==> src/rtcal_params.svh <==
`ifndef RTCAL_PARAMS_SVH
`define RTCAL_PARAMS_SVH

// ----------------------------------------------------------------
// Register offsets (byte addresses)
// ----------------------------------------------------------------
`define RTCAL_OFS_CTRL     8'h00
`define RTCAL_OFS_ACCESS   8'h04
`define RTCAL_OFS_TIME     8'h0C
`define RTCAL_OFS_CAL      8'h10
`define RTCAL_OFS_FMT      8'h14
`define RTCAL_OFS_WDAY     8'h18
`define RTCAL_OFS_TALM     8'h1C
`define RTCAL_OFS_CALM     8'h20
`define RTCAL_OFS_LEAP     8'h24
`define RTCAL_OFS_IEN      8'h28
`define RTCAL_OFS_ISTS     8'h2C
`define RTCAL_OFS_ICLR     8'h34

// ----------------------------------------------------------------
// Reset values and field layout
// ----------------------------------------------------------------
`define RTCAL_RST_CAL      24'h050101
`define RTCAL_RST_TIME     24'h000000
`define RTCAL_RST_FMT      1'b1
`define RTCAL_RST_WDAY     3'h6
`define RTCAL_RST_ALARM    24'h000000
`define RTCAL_DATE_MASK    24'hFF1F3F
`define RTCAL_TIME_MASK    24'h3F7F7F
`define RTCAL_ACCESS_FLAG_BIT 16

// ----------------------------------------------------------------
// Access window and timing
// ----------------------------------------------------------------
`define RTCAL_PASSWORD     16'hA965
`define RTCAL_ACCESS_CYCLES 10'h200
`define RTCAL_SECOND_NS    1000000000
`define RTCAL_PCLK_NS      100
`define RTCAL_SECOND_CYCLES (`RTCAL_SECOND_NS / `RTCAL_PCLK_NS)

`endif

==> src/rtcal_pkg.sv <==
`default_nettype none

package rtcal_pkg;

    typedef struct packed {
        logic [3:0] year_tens_digit;
        logic [3:0] year_units_digit;
        logic [2:0] rsv_a;
        logic       mth_tens_digit;
        logic [3:0] mth_units_digit;
        logic [1:0] rsv_b;
        logic [1:0] day_tens_digit;
        logic [3:0] day_units_digit;
    } rtcal_date_t;

    typedef struct packed {
        logic [1:0] rsv_a;
        logic [1:0] hour_tens_digit;
        logic [3:0] hour_units_digit;
        logic       rsv_b;
        logic [2:0] mnt_tens_digit;
        logic [3:0] mnt_units_digit;
        logic       rsv_c;
        logic [2:0] scnd_tens_digit;
        logic [3:0] scnd_units_digit;
    } rtcal_time_t;

    typedef struct packed {
        logic        active;
        logic        fmt24;
        logic [2:0]  wday;
        rtcal_time_t tod;
        rtcal_date_t cal;
        rtcal_time_t talm;
        rtcal_date_t calm;
        logic        wen;
        logic [9:0]  wcnt;
        logic        ien;
        logic        flag;
        logic        match_q;
        logic        leap;
        logic [31:0] rdata;
    } rtcal_state_t;

    typedef struct packed {
        logic [31:0] cnt;
        logic        tick;
    } rtcal_div_t;

endpackage

`default_nettype wire

==> src/rtcal_tick_div.sv <==
`timescale 1ns/1ps
`default_nettype none

module rtcal_tick_div #(
    parameter int unsigned CYCLES = 10000000
) (
    // Clock and reset
    input  wire logic pclk,
    input  wire logic presetn,
    // Control and pulse
    input  wire logic run,
    output logic      tick
);
    rtcal_pkg::rtcal_div_t s;
    rtcal_pkg::rtcal_div_t next_s;

    always_comb begin
        next_s = s;
        next_s.tick = 1'b0;
        if (!run) begin
            next_s.cnt = 32'h0;
        end else if (s.cnt == 32'(CYCLES - 1)) begin
            next_s.cnt = 32'h0;
            next_s.tick = 1'b1;
        end else begin
            next_s.cnt = s.cnt + 32'h1;
        end
    end

    always_ff @(posedge pclk or negedge presetn) begin
        if (!presetn) begin
            s <= '0;
        end else begin
            s <= next_s;
        end
    end

    assign tick = s.tick;
endmodule

`default_nettype wire

==> src/rtcal_cal_step.sv <==
`timescale 1ns/1ps
`default_nettype none

module rtcal_cal_step (
    // Current calendar
    input  wire logic                  [2:0] wday,
    input  wire rtcal_pkg::rtcal_date_t      cal,
    // Following day, and leap flag of the current year
    output logic                       [2:0] next_wday,
    output var rtcal_pkg::rtcal_date_t       next_cal,
    output logic                             leap
);
    logic [6:0] year_bin;
    logic [4:0] mth_bin;
    logic [7:0] last_day;
    logic [7:0] day_bcd;

    assign year_bin = (7'(cal.year_tens_digit) * 7'h0A) + 7'(cal.year_units_digit);
    assign mth_bin  = (5'(cal.mth_tens_digit) * 5'h0A) + 5'(cal.mth_units_digit);
    assign leap     = (year_bin[1:0] == 2'h0);
    assign day_bcd  = {2'h0, cal.day_tens_digit, cal.day_units_digit};
    assign next_wday = (wday >= 3'h6) ? 3'h0 : wday + 3'h1;

    always_comb begin
        unique case (mth_bin)
            5'h02:                      last_day = leap ? 8'h29 : 8'h28;
            5'h04, 5'h06, 5'h09, 5'h0B: last_day = 8'h30;
            default:                    last_day = 8'h31;
        endcase
        next_cal = cal;
        if (day_bcd >= last_day) begin
            next_cal.day_tens_digit  = 2'h0;
            next_cal.day_units_digit = 4'h1;
            if (mth_bin >= 5'h0C) begin
                next_cal.mth_tens_digit  = 1'b0;
                next_cal.mth_units_digit = 4'h1;
                if (cal.year_units_digit == 4'h9) begin
                    next_cal.year_units_digit = 4'h0;
                    next_cal.year_tens_digit  = (cal.year_tens_digit == 4'h9) ? 4'h0
                                              : cal.year_tens_digit + 4'h1;
                end else begin
                    next_cal.year_units_digit = cal.year_units_digit + 4'h1;
                end
            end else if (cal.mth_units_digit == 4'h9) begin
                next_cal.mth_tens_digit  = 1'b1;
                next_cal.mth_units_digit = 4'h0;
            end else begin
                next_cal.mth_units_digit = cal.mth_units_digit + 4'h1;
            end
        end else if (cal.day_units_digit == 4'h9) begin
            next_cal.day_tens_digit  = cal.day_tens_digit + 2'h1;
            next_cal.day_units_digit = 4'h0;
        end else begin
            next_cal.day_units_digit = cal.day_units_digit + 4'h1;
        end
    end
endmodule

`default_nettype wire

==> src/rtcal_regs.sv <==
// Operation
// Date writes ignored without access password
// Date read returns running calendar
// Date held as BCD digit fields
// Format bit selects 24 or 12 hour
// 24-hour mode counts 0 to 23
// Morning hours coded 01 to 12
// Afternoon hours coded 21 to 32
// Weekday 0 Sunday through 6 Saturday
// Time alarm held as BCD digits
// Alarm digits stored without range check
// Alarms read back only when active
// Date alarm uses date layout
// Leap indicator read-only, resets zero
// Password 0xA965 opens 512-cycle window
// Alarm match sets flag, write clears (here the flag sets only while ien is set)
// Leap bit shows current leap year
// Time counter BCD, loads unchecked
// Weekday and date advance with rollover
// Alarm compares in current hour format
//
// The implementer's own choice: the APB slave port.
`timescale 1ns/1ps
`default_nettype none
`include "rtcal_params.svh"

module rtcal_regs #(
    parameter int unsigned SECOND_CYCLES = `RTCAL_SECOND_CYCLES
) (
    // Clock and reset
    input  wire logic        pclk,
    input  wire logic        presetn,
    // APB slave
    input  wire logic        psel,
    input  wire logic        penable,
    input  wire logic        pwrite,
    input  wire logic [7:0]  paddr,
    input  wire logic [31:0] pwdata,
    output logic      [31:0] prdata,
    output logic             pready,
    output logic             pslverr,
    // Interrupt
    output logic             irq_alarm
);
    // ------------------------------------------------------------
    // State and helpers
    // ------------------------------------------------------------
    localparam rtcal_pkg::rtcal_state_t RST = '{
        active:  1'b0,
        fmt24:   `RTCAL_RST_FMT,
        wday:    `RTCAL_RST_WDAY,
        tod:     `RTCAL_RST_TIME,
        cal:     `RTCAL_RST_CAL,
        talm:    `RTCAL_RST_ALARM,
        calm:    `RTCAL_RST_ALARM,
        wen:     1'b0,
        wcnt:    10'h000,
        ien:     1'b0,
        flag:    1'b0,
        match_q: 1'b0,
        leap:    1'b0,
        rdata:   32'h00000000
    };

    rtcal_pkg::rtcal_state_t s;
    rtcal_pkg::rtcal_state_t next_s;
    rtcal_pkg::rtcal_date_t  step_cal;
    logic [2:0]              step_wday;
    logic                    step_leap;
    logic                    tick;
    logic                    wr;
    logic                    rd_setup;
    logic                    mapped;
    logic                    match;
    logic                    alarm_set;
    logic                    alarm_clr;
    logic                    wr_tod;

    function automatic logic [6:0] inc_sixty(input logic [6:0] v, output logic carry);
        logic [6:0] r;
        r = v;
        carry = 1'b0;
        if (v[3:0] != 4'h9) begin
            r[3:0] = v[3:0] + 4'h1;
        end else if (v[6:4] != 3'h5) begin
            r = {v[6:4] + 3'h1, 4'h0};
        end else begin
            r = 7'h00;
            carry = 1'b1;
        end
        return r;
    endfunction

    function automatic logic [5:0] bcd_hour_inc(input logic [5:0] h);
        logic [5:0] r;
        r = (h[3:0] == 4'h9) ? {h[5:4] + 2'h1, 4'h0} : {h[5:4], h[3:0] + 4'h1};
        return r;
    endfunction

    function automatic logic [5:0] next_hour(input logic [5:0] h, input logic fmt24,
                                             output logic day_roll);
        logic [5:0] r;
        day_roll = 1'b0;
        r = bcd_hour_inc(h);
        if (fmt24) begin
            if (h == 6'h23) begin
                r = 6'h00;
                day_roll = 1'b1;
            end
        end else begin
            unique case (h)
                6'h12:   r = 6'h01;
                6'h11:   r = 6'h32;
                6'h32:   r = 6'h21;
                6'h31: begin
                    r = 6'h12;
                    day_roll = 1'b1;
                end
                default: r = bcd_hour_inc(h);
            endcase
        end
        return r;
    endfunction

    function automatic logic is_mapped(input logic [7:0] a);
        logic m;
        unique case (a)
            `RTCAL_OFS_CTRL, `RTCAL_OFS_ACCESS, `RTCAL_OFS_TIME, `RTCAL_OFS_CAL,
            `RTCAL_OFS_FMT, `RTCAL_OFS_WDAY, `RTCAL_OFS_TALM, `RTCAL_OFS_CALM,
            `RTCAL_OFS_LEAP, `RTCAL_OFS_IEN, `RTCAL_OFS_ISTS,
            `RTCAL_OFS_ICLR: m = 1'b1;
            default:         m = 1'b0;
        endcase
        return m;
    endfunction

    // ------------------------------------------------------------
    // Second tick and day step
    // ------------------------------------------------------------
    rtcal_tick_div #(
        .CYCLES (SECOND_CYCLES)
    ) u_div (
        .pclk    (pclk),
        .presetn (presetn),
        .run     (s.active),
        .tick    (tick)
    );

    rtcal_cal_step u_step (
        .wday      (s.wday),
        .cal       (s.cal),
        .next_wday (step_wday),
        .next_cal  (step_cal),
        .leap      (step_leap)
    );

    // ------------------------------------------------------------
    // Bus decode and alarm compare
    // ------------------------------------------------------------
    assign wr        = psel && penable && pwrite && mapped;
    assign rd_setup  = psel && !penable && !pwrite;
    assign mapped    = is_mapped(paddr);
    assign wr_tod    = wr && s.wen && (paddr == `RTCAL_OFS_TIME);
    assign match     = s.active && (s.tod == s.talm) && (s.cal == s.calm);
    assign alarm_clr = wr && (paddr == `RTCAL_OFS_ICLR) && pwdata[0];
    assign alarm_set = match && !s.match_q && s.ien;

    // ------------------------------------------------------------
    // Next state
    // ------------------------------------------------------------
    always_comb begin
        logic       c_sec;
        logic       c_min;
        logic       c_day;
        logic [6:0] sec_v;
        logic [6:0] min_v;
        logic [5:0] hour_v;
        c_sec  = 1'b0;
        c_min  = 1'b0;
        c_day  = 1'b0;
        sec_v  = 7'h00;
        min_v  = 7'h00;
        hour_v = 6'h00;
        next_s = s;
        next_s.match_q = match;
        next_s.leap    = step_leap;

        // Access window cycle count, counting up
        if (s.wen) begin
            if (s.wcnt == `RTCAL_ACCESS_CYCLES - 10'h001) begin
                next_s.wen = 1'b0;
            end else begin
                next_s.wcnt = s.wcnt + 10'h001;
            end
        end

        // Running time and calendar
        if (tick && s.active) begin
            sec_v = inc_sixty({s.tod.scnd_tens_digit, s.tod.scnd_units_digit}, c_sec);
            next_s.tod.scnd_tens_digit  = sec_v[6:4];
            next_s.tod.scnd_units_digit = sec_v[3:0];
            if (c_sec) begin
                min_v = inc_sixty({s.tod.mnt_tens_digit, s.tod.mnt_units_digit}, c_min);
                next_s.tod.mnt_tens_digit  = min_v[6:4];
                next_s.tod.mnt_units_digit = min_v[3:0];
            end
            if (c_min) begin
                hour_v = next_hour({s.tod.hour_tens_digit, s.tod.hour_units_digit},
                                   s.fmt24, c_day);
                next_s.tod.hour_tens_digit  = hour_v[5:4];
                next_s.tod.hour_units_digit = hour_v[3:0];
            end
            if (c_day) begin
                next_s.cal  = step_cal;
                next_s.wday = step_wday;
            end
        end

        // Register writes
        if (wr) begin
            unique case (paddr)
                `RTCAL_OFS_CTRL: next_s.active = pwdata[0];
                `RTCAL_OFS_ACCESS: begin
                    next_s.wen  = (pwdata[15:0] == `RTCAL_PASSWORD);
                    next_s.wcnt = 10'h000;
                end
                `RTCAL_OFS_TIME: if (s.wen) begin
                    next_s.tod = pwdata[23:0] & `RTCAL_TIME_MASK;
                end
                `RTCAL_OFS_CAL: if (s.wen) begin
                    next_s.cal = pwdata[23:0] & `RTCAL_DATE_MASK;
                end
                `RTCAL_OFS_FMT: if (s.wen) begin
                    next_s.fmt24 = pwdata[0];
                end
                `RTCAL_OFS_WDAY: if (s.wen) begin
                    next_s.wday = pwdata[2:0];
                end
                `RTCAL_OFS_TALM: if (s.wen) begin
                    next_s.talm = pwdata[23:0] & `RTCAL_TIME_MASK;
                end
                `RTCAL_OFS_CALM: if (s.wen) begin
                    next_s.calm = pwdata[23:0] & `RTCAL_DATE_MASK;
                end
                `RTCAL_OFS_IEN: next_s.ien = pwdata[0];
                default: ;
            endcase
        end

        // Sticky alarm flag, set wins over clear
        next_s.flag = alarm_set || (s.flag && !alarm_clr);

        // Read data captured in the setup cycle
        if (rd_setup) begin
            unique case (paddr)
                `RTCAL_OFS_CTRL:   next_s.rdata = {31'h0, s.active};
                `RTCAL_OFS_ACCESS: next_s.rdata = 32'(s.wen) << `RTCAL_ACCESS_FLAG_BIT;
                `RTCAL_OFS_TIME:   next_s.rdata = {8'h00, s.tod};
                `RTCAL_OFS_CAL:    next_s.rdata = {8'h00, s.cal};
                `RTCAL_OFS_FMT:    next_s.rdata = {31'h0, s.fmt24};
                `RTCAL_OFS_WDAY:   next_s.rdata = {29'h0, s.wday};
                `RTCAL_OFS_TALM:   next_s.rdata = s.active ? {8'h00, s.talm} : 32'h0;
                `RTCAL_OFS_CALM:   next_s.rdata = s.active ? {8'h00, s.calm} : 32'h0;
                `RTCAL_OFS_LEAP:   next_s.rdata = {31'h0, s.leap};
                `RTCAL_OFS_IEN:    next_s.rdata = {31'h0, s.ien};
                `RTCAL_OFS_ISTS:   next_s.rdata = {31'h0, s.flag};
                default:           next_s.rdata = 32'h0;
            endcase
        end
    end

    always_ff @(posedge pclk or negedge presetn) begin
        if (!presetn) begin
            s <= RST;
        end else begin
            s <= next_s;
        end
    end

    // ------------------------------------------------------------
    // Outputs
    // ------------------------------------------------------------
    assign prdata    = s.rdata;
    assign pready    = 1'b1;
    assign pslverr   = psel && penable && !mapped;
    assign irq_alarm = s.flag && s.ien;

    // ------------------------------------------------------------
    // Checks
    // ------------------------------------------------------------
    chk_cal_locked: assert property (
        @(posedge pclk) disable iff (!presetn)
        (wr && paddr == `RTCAL_OFS_CAL && !s.wen && !tick) |=> $stable(s.cal))
        else $error("calendar changed while write access closed");

    chk_access_open: assert property (
        @(posedge pclk) disable iff (!presetn)
        (wr && paddr == `RTCAL_OFS_ACCESS && pwdata[15:0] == 16'hA965)
        |=> s.wen ##1 s.wen [*8])
        else $error("access window did not open");

    chk_access_close: assert property (
        @(posedge pclk) disable iff (!presetn)
        (s.wen && s.wcnt == 10'h1FF && !(wr && paddr == `RTCAL_OFS_ACCESS))
        |=> !s.wen)
        else $error("access window not closed after 512 cycles");

    chk_hour_wrap24: assert property (
        @(posedge pclk) disable iff (!presetn)
        (tick && s.active && s.fmt24 && !wr_tod && s.tod[21:0] == 22'h235959)
        |=> s.tod[21:0] == 22'h000000 && s.cal == $past(step_cal))
        else $error("24-hour rollover wrong");

    chk_hour_pm12: assert property (
        @(posedge pclk) disable iff (!presetn)
        (tick && s.active && !s.fmt24 && !wr_tod && s.tod[21:0] == 22'h115959)
        |=> s.tod[21:16] == 6'h32 ##0 $stable(s.cal))
        else $error("12-hour noon code wrong");

    chk_wday_wrap: assert property (
        @(posedge pclk) disable iff (!presetn)
        (tick && s.active && s.fmt24 && !wr && s.tod[21:0] == 22'h235959
         && s.wday == 3'h6) |=> s.wday == 3'h0)
        else $error("weekday did not wrap to Sunday");

    chk_alarm_set: assert property (
        @(posedge pclk) disable iff (!presetn)
        (match && !s.match_q && s.ien) |=> s.flag ##1 (s.flag || $past(alarm_clr)))
        else $error("alarm flag not set on match");

    chk_alarm_hidden: assert property (
        @(posedge pclk) disable iff (!presetn)
        (rd_setup && paddr == `RTCAL_OFS_TALM && !s.active) |=> prdata == 32'h0)
        else $error("alarm readable while clock inactive");

    chk_leap_track: assert property (
        @(posedge pclk) disable iff (!presetn)
        ($stable(s.cal) && s.cal.year_tens_digit == 4'h2 && s.cal.year_units_digit == 4'h4)
        |-> s.leap)
        else $error("leap indicator wrong for year 24");
endmodule

`default_nettype wire

==> config.mk <==
export PLATFORM = sky130hd
export DESIGN_NAME = rtcal_regs
export DESIGN_NICKNAME = d
export VERILOG_FILES = /design/src/rtcal_pkg.sv /design/src/rtcal_tick_div.sv /design/src/rtcal_cal_step.sv /design/src/rtcal_regs.sv
export VERILOG_INCLUDE_DIRS = /design/src
export SDC_FILE = /design/constraint.sdc
export NUM_CORES = 1
export LEC_CHECK = 0
export ABC_AREA = 1
export BUFFER_PORTS_ARGS = -buffer_cell sky130_fd_sc_hd__buf_4
export CORE_MARGIN = 3
export CORE_UTILIZATION = 45
export DETAILED_ROUTE_END_ITERATION = 12
export PLACE_DENSITY = 0.68
export SLEW_MARGIN = 10
export SYNTH_ARGS = -nofsm -noshare
export SYNTH_HDL_FRONTEND = slang
export SYNTH_HIERARCHICAL = 1
export SYNTH_SLANG_ARGS = --single-unit
==> constraint.sdc <==
create_clock -name pclk -period 3.71 [get_ports pclk]
set_clock_uncertainty 0.15 [all_clocks]
set_input_delay 0.9275 -clock pclk [delete_from_list [all_inputs] [get_ports pclk]]
set_output_delay 0.9275 -clock pclk [all_outputs]
set_load 0.005 [all_outputs]
==> results.cfg, run 1 <==
[final_layout]
multi_input_area_sq_um = 6007
seq_area_sq_um = 4013
diodes = 0
fillCellCount = 2484
nNetsFinal = 1764
areaGrowthSynthToFinish_pct = 9.915
drive_above_1_share = 0.1132

[logic_synthesis]
yosysTopAreaCell = dfrtp_1
synth_edf_count = 0
synthTopCellsByArea = dfrtp_1 34%, nand2_1 23%, nor2_1 5.7%
syn_inst = 1677
synth_top_area_share = 0.3428
ys_seq_area_frac = 0.3593
synth.avg_cell_area_sq_um = 6.660
synth_cell_type_count = 49
async_reset_ff_frac = 1.000
yosysWarningCount = 6
synth_top_flop_cell = dfrtp_1
ys_ff_latch = 160
synthMostInstantiatedCell = nand2_1
syn_area_sq_um = 11170
yosys-top-cells-count = 696 x nand2_1, 169 x nor2_1, 153 x dfrtp_1

[sta]
slew_viol_final = 0
slew-limit-headroom = 0.3337
post-route-period-util = 0.8953
fin_tns_setup_ns = 0
finalHoldViolCount = 0
rsz0062_at_grt = false
holdWs_ns = 0.3003
setup_viol = 0
max_freq_mhz = 301.1
worst_pin_slew_ns = 0.9983
fin_crit_ns = 3.321

[pwr]
internal_power_mw = 3.120
ir_drop_v = 0.0002391
p_sw_mw = 1.215
combPwrFrac = 0.116
cellLeakagePower_nw = 6.376
pwr-share-seq = 0.448
p_clk_frac = 0.436
p_per_area_nw_per_um2 = 353.1
switching_share = 0.2802

[critical_path]
worstSetupEndpoint = s[118]
crit_buf_inv = 1
regToRegSetupSlack_ns = 0.39
crit_slowest_cell = dfrtp_1
crit_start = s[107]
endpoint_kind = flip-flop
timing.critical_path.depth = 19
arrival_ns = 3.50
crit_type = reg -> reg
cpPeakStageDelay_ns = 0.55
crit_top_cell = nand2_1
r2r-start = s[107]
r2r-end = s[118]
crit_fanout = 25
start_kind = flip-flop
crit_required_ns = 3.89
path_cells = ha_1, nand3_1, nand2_1, inv_1, nand2_4, nor3_1, nor2_1, ha_1, nand4_2, nand3_4, nand2_1, nand2_1, nand2_1, nand3_1, nand2_1, nand2_1, nand2_1, nand2_1, nand2_1
r2r.worst_path.cells = 19
crit_family = simple AND/OR/NAND/NOR gates

[clock_tree]
postCtsSetupBuffers = 0
cts_buffer_depth = 2
numCtsBuffers = 17
cts.sinks = 160
cts_tree = built
cts_hold_buf = 0
cts_resized = 0
clk_pin_slew_ns = 0.07
cts-root-buf = clkbuf_16
clock_latency_ns = 0.44
htreeDepth = 4

[global_routing]
grt_max_degree = 59
grt_antenna_before_repair = 0
grt_first_pass_wirelength_microns = 52250
grtUsageTotal = 0.2468
grt_pass1_vias = 10150
globalRoute.totalOverflow = 0

[routing]
vias = 10700
drt_pass1_iterations = 5
routed_via_density = 5.248
drc = 0
wl_per_cell_microns = 15.85
ant_nets = 0
drt_iter0_markers = 1038
wirelength_microns = 32310

[die]
fp.dieH_microns = 163.5
fp.dieW_microns = 163.5
die-area_sq_um = 26750
initial_utilization = 0.4579
core_sq_um = 24390
io_pins = 80
num_rows = 57

[flow_run]
timing.max_cap.violations = 0

[place]
io_buffer_count = 62
detailed_place_hpwl_microns = 24170
place.gp.congestion = 1.007

[worst_hold_path]
hold_path.class = in -> async

[status]
outcome = finished, final reports clean
cell usage in the layout (no fill, tap or decap), types with 4 or more instances in the layout:
master / count
a21oi_1: 27
buf_4: 76
clkbuf_16: 17
clkinvlp_4: 4
conb_1: 9
dfrtp_1: 153
dfstp_2: 7
ha_1: 17
inv_1: 149
inv_2: 9
inv_6: 4
nand2_1: 696
nand2_2: 16
nand2_4: 7
nand3_1: 112
nand3_4: 4
nand4_1: 27
nor2_1: 169
nor2_2: 20
nor2_4: 8
nor3_1: 16
o2111ai_1: 6
o21ai_0: 42
o21ai_1: 20
o21bai_1: 5
o22ai_1: 12
xnor2_1: 21
xor2_1: 25
per-layer routing:
metal  wire [microns]  vias up  track usage
li1                 -     5259            -
met5                0        -            0
met2            14670      420       0.3981
met3             2516       76      0.04032
met1            14040     4941       0.3329
met4             1089        0      0.09535
per-stage QoR:
| stage | util | setup WS [ns] | area, sq um | instances | power (mW) |
|---|---|---|---|---|---|
| detailed placement | 0.4780 | 0.4190 | 11660 | 2007 | 2.481 |
| CTS | 0.5033 | 0.4063 | 12280 | 2038 | 4.357 |
| global placement | 0.4780 | 0.4785 | 11660 | 2007 | 2.464 |
| global route | 0.5033 | 0.02172 | 12280 | 2038 | 4.513 |
| floorplan | - | 0.8383 | 11190 | 1684 | 2.310 |
| finish | 0.5033 | 0.3885 | 12280 | 2038 | 4.335 |
how the worst min path moves through the flow:
stage                     cells after the start          end  slack (ns)
after floorplan                               2    prdata[1]        0.30
after global routing                          1  u_div/s[12]        0.35
after CTS                                     1  u_div/s[12]        0.32
after global placement                        2   prdata[16]        0.32
final                                         1  u_div/s[12]        0.30
after detailed placement                      2   prdata[10]        0.32
registers in the layout, summed over array words and instances (netlist names):
name        count
u_div/s        32
prdata         24
u_div/tick      1
s             103
cell families after synthesis:
group	Yosys count	share of synthesized area
buf+inv	242	0.1052
compound gates	117	0.05859
simple gates	1093	0.4211
fa+ha+maj	17	0.01905
other cells	2	0.0006724
xor+xnor	46	0.03607
flops	160	0.3593
area by class of cell:
type                            instances  area share
Multi-Input combinational cell       1282      0.4893
Inverter                              162     0.04984
Tap cell                              324     0.03302
Clock buffer                           18     0.03578
Timing Repair Buffer                   79     0.05066
Sequential cell                       160      0.3269
Clock inverter                         13     0.01447
power groups by stage:
stage | clock (mW) | sequential (mW) | combinational, mW
floorplan | 0 | 1.94 | 0.373
global placement | 0 | 1.97 | 0.493
detailed placement | 0 | 1.97 | 0.507
CTS | 1.91 | 1.94 | 0.509
global route | 1.98 | 1.96 | 0.579
finish | 1.89 | 1.94 | 0.503
No activity file was read; power rests on OpenSTA's default activity.
==> run 2: changes to the inputs <==
- CORE_UTILIZATION: 45 -> 50
- PLACE_DENSITY: 0.68 -> 0.74
==> run 2 against run 1 <==
Compared with the run above: routed wire length fell by 0.88%; flip-flop and latch count stayed put; utilization up 5.3 points; power shrank 2.3%; combinational power up 1%; critical path type unchanged; design area is 0.75% lower; worst setup slack improved by 0.025 ns.
==> results.cfg, run 2 (synthesis gave the netlist of run 1 again) <==
[critical_path]
crit_slowest_cell = dfrtp_1
start_kind = flip-flop
crit_buf_inv = 1
crit_family = simple AND/OR/NAND/NOR gates
arrival_ns = 3.46
crit_top_cell = nand2_1
crit_required_ns = 3.88
cpPeakStageDelay_ns = 0.50
crit_fanout = 25
endpoint_kind = flip-flop
path_cells = ha_1, nand3_1, nand2_1, inv_1, nand2_4, nor3_1, nor2_1, ha_1, nand4_2, nand3_4, nand2_1, nand2_1, nand2_1, nand3_1, nand2_1, nand2_1, nand2_1, nand2_1, nand2_1
crit_type = reg -> reg

[clock_tree]
numCtsBuffers = 17
cts-root-buf = clkbuf_16
cts_tree = built
postCtsSetupBuffers = 0
cts_buffer_depth = 2
cts_resized = 0
clk_pin_slew_ns = 0.08
htreeDepth = 4
clock_latency_ns = 0.44
cts_hold_buf = 0
cts.sinks = 160

[flow_run]
timing.max_cap.violations = 0

[routing]
drt_pass1_iterations = 6
wirelength_microns = 32020
top_layer = met4
drc = 0
ant_nets = 0
vias = 10830
drt_iter0_markers = 906
wl_met3_microns = 2362
wl_met1_microns = 13980
routed_via_density = 5.425
met2_length_microns = 14560
wl_per_cell_microns = 16.04

[sta]
fin_crit_ns = 3.297
fin_tns_setup_ns = 0
max_freq_mhz = 303.3
post-route-period-util = 0.8886
setup_viol = 0
slew-limit-headroom = 0.3551
finalHoldViolCount = 0
worst_pin_slew_ns = 0.9662
rsz0062_at_grt = false
slew_viol_final = 0

[final_layout]
multi_input_area_sq_um = 6007
areaGrowthSynthToFinish_pct = 9.086
fillCellCount = 2150
seq_area_sq_um = 4013
top_register = s
diodes = 0
largest_reg_flops = 103
mostFrequentLayoutCell = nand2_1
drive_above_1_share = 0.1131
stdcell_area_sq_um = 12180
nNetsFinal = 1765
final_cell_mix = 696 x nand2_1, 169 x nor2_1, 153 x dfrtp_1

[die]
num_rows = 54
io_pins = 80
fp.dieW_microns = 155.5
initial_utilization = 0.5102
core_sq_um = 21890
fp.dieH_microns = 155.5
die-area_sq_um = 24170

[place]
dpl_cell_area_sq_um = 11600
detailed_place_hpwl_microns = 24030
io_buffer_count = 62
place.gp.congestion = 1.002

[global_routing]
grt_antenna_before_repair = 0
grtUsageTotal = 0.2706
grt_max_degree = 67
grt_pass1_vias = 10290
globalRoute.totalOverflow = 0
grt_first_pass_wirelength_microns = 52540

[status]
outcome = finished, final reports clean

[pwr]
ir_drop_v = 0.0002281
p_per_area_nw_per_um2 = 347.5
cellLeakagePower_nw = 6.367

[worst_hold_path]
hold_path.class = in -> async
## run 2: cell types whose count changed in the layout (fill, tap and decap cells not counted), sizes merged
| cell | before | now |
|---|---|---|
| clkinv | 3 | 7 |
| bufinv | 3 | 2 |
| clkbuf | 18 | 19 |
| buf | 79 | 80 |
| clkinvlp | 4 | 2 |
| inv | 165 | 164 |
## run 2: final cells by class
class	instances	area share
multi-input combinational	1282	0.4931
tap	280	0.02876
timing repair buffer	80	0.05063
clock inverter	13	0.01243
clock buffer	19	0.03553
inverter	162	0.05022
sequential	160	0.3294
## run 2: path summary, 6_finish.rpt
check	from	end	slack (ns)	cells past startpoint
worst max-delay path	s[106]	s[118]	0.41	19
worst min-delay path	presetn	u_div/s[14]	0.31	1
worst max register to register	s[106]	s[118]	0.41	19
worst min register to register	prdata[2]	prdata[2]	0.33	2
max in group asynchronous	presetn	s[131]	2.23	3
min in group pclk	prdata[2]	prdata[2]	0.33	2
## run 2: power by group
group          switching, mW  total (mW)  leakage (nW)  internal, mW
logic                  0.317       0.508          3.99         0.191
clock network          0.777        1.78         0.282          1.01
registers              0.103        1.94          2.09          1.84
total                   1.20        4.23          6.37          3.04
## run 2: stage by stage
stage	instances	hold WS [ns]	util	setup WS (ns)	total power [mW]
4_1_cts	1996	0.3371	0.5565	0.4201	4.261
2_1_floorplan	1684	0.3000	-	0.8383	2.310
6_report	1996	0.3065	0.5565	0.4133	4.233
3_5_place_dp	1964	0.3199	0.5298	0.4471	2.486
3_3_place_gp	1964	0.3162	0.5298	0.4921	2.464
5_1_grt	1996	0.3548	0.5565	0.1035	4.426
## run 2: metal layers
metal,global-route usage,up-vias
li1,-,5262
met1,0.3722,5041
met2,0.4301,444
met3,0.04284,82
met4,0.1050,0
met5,0,-
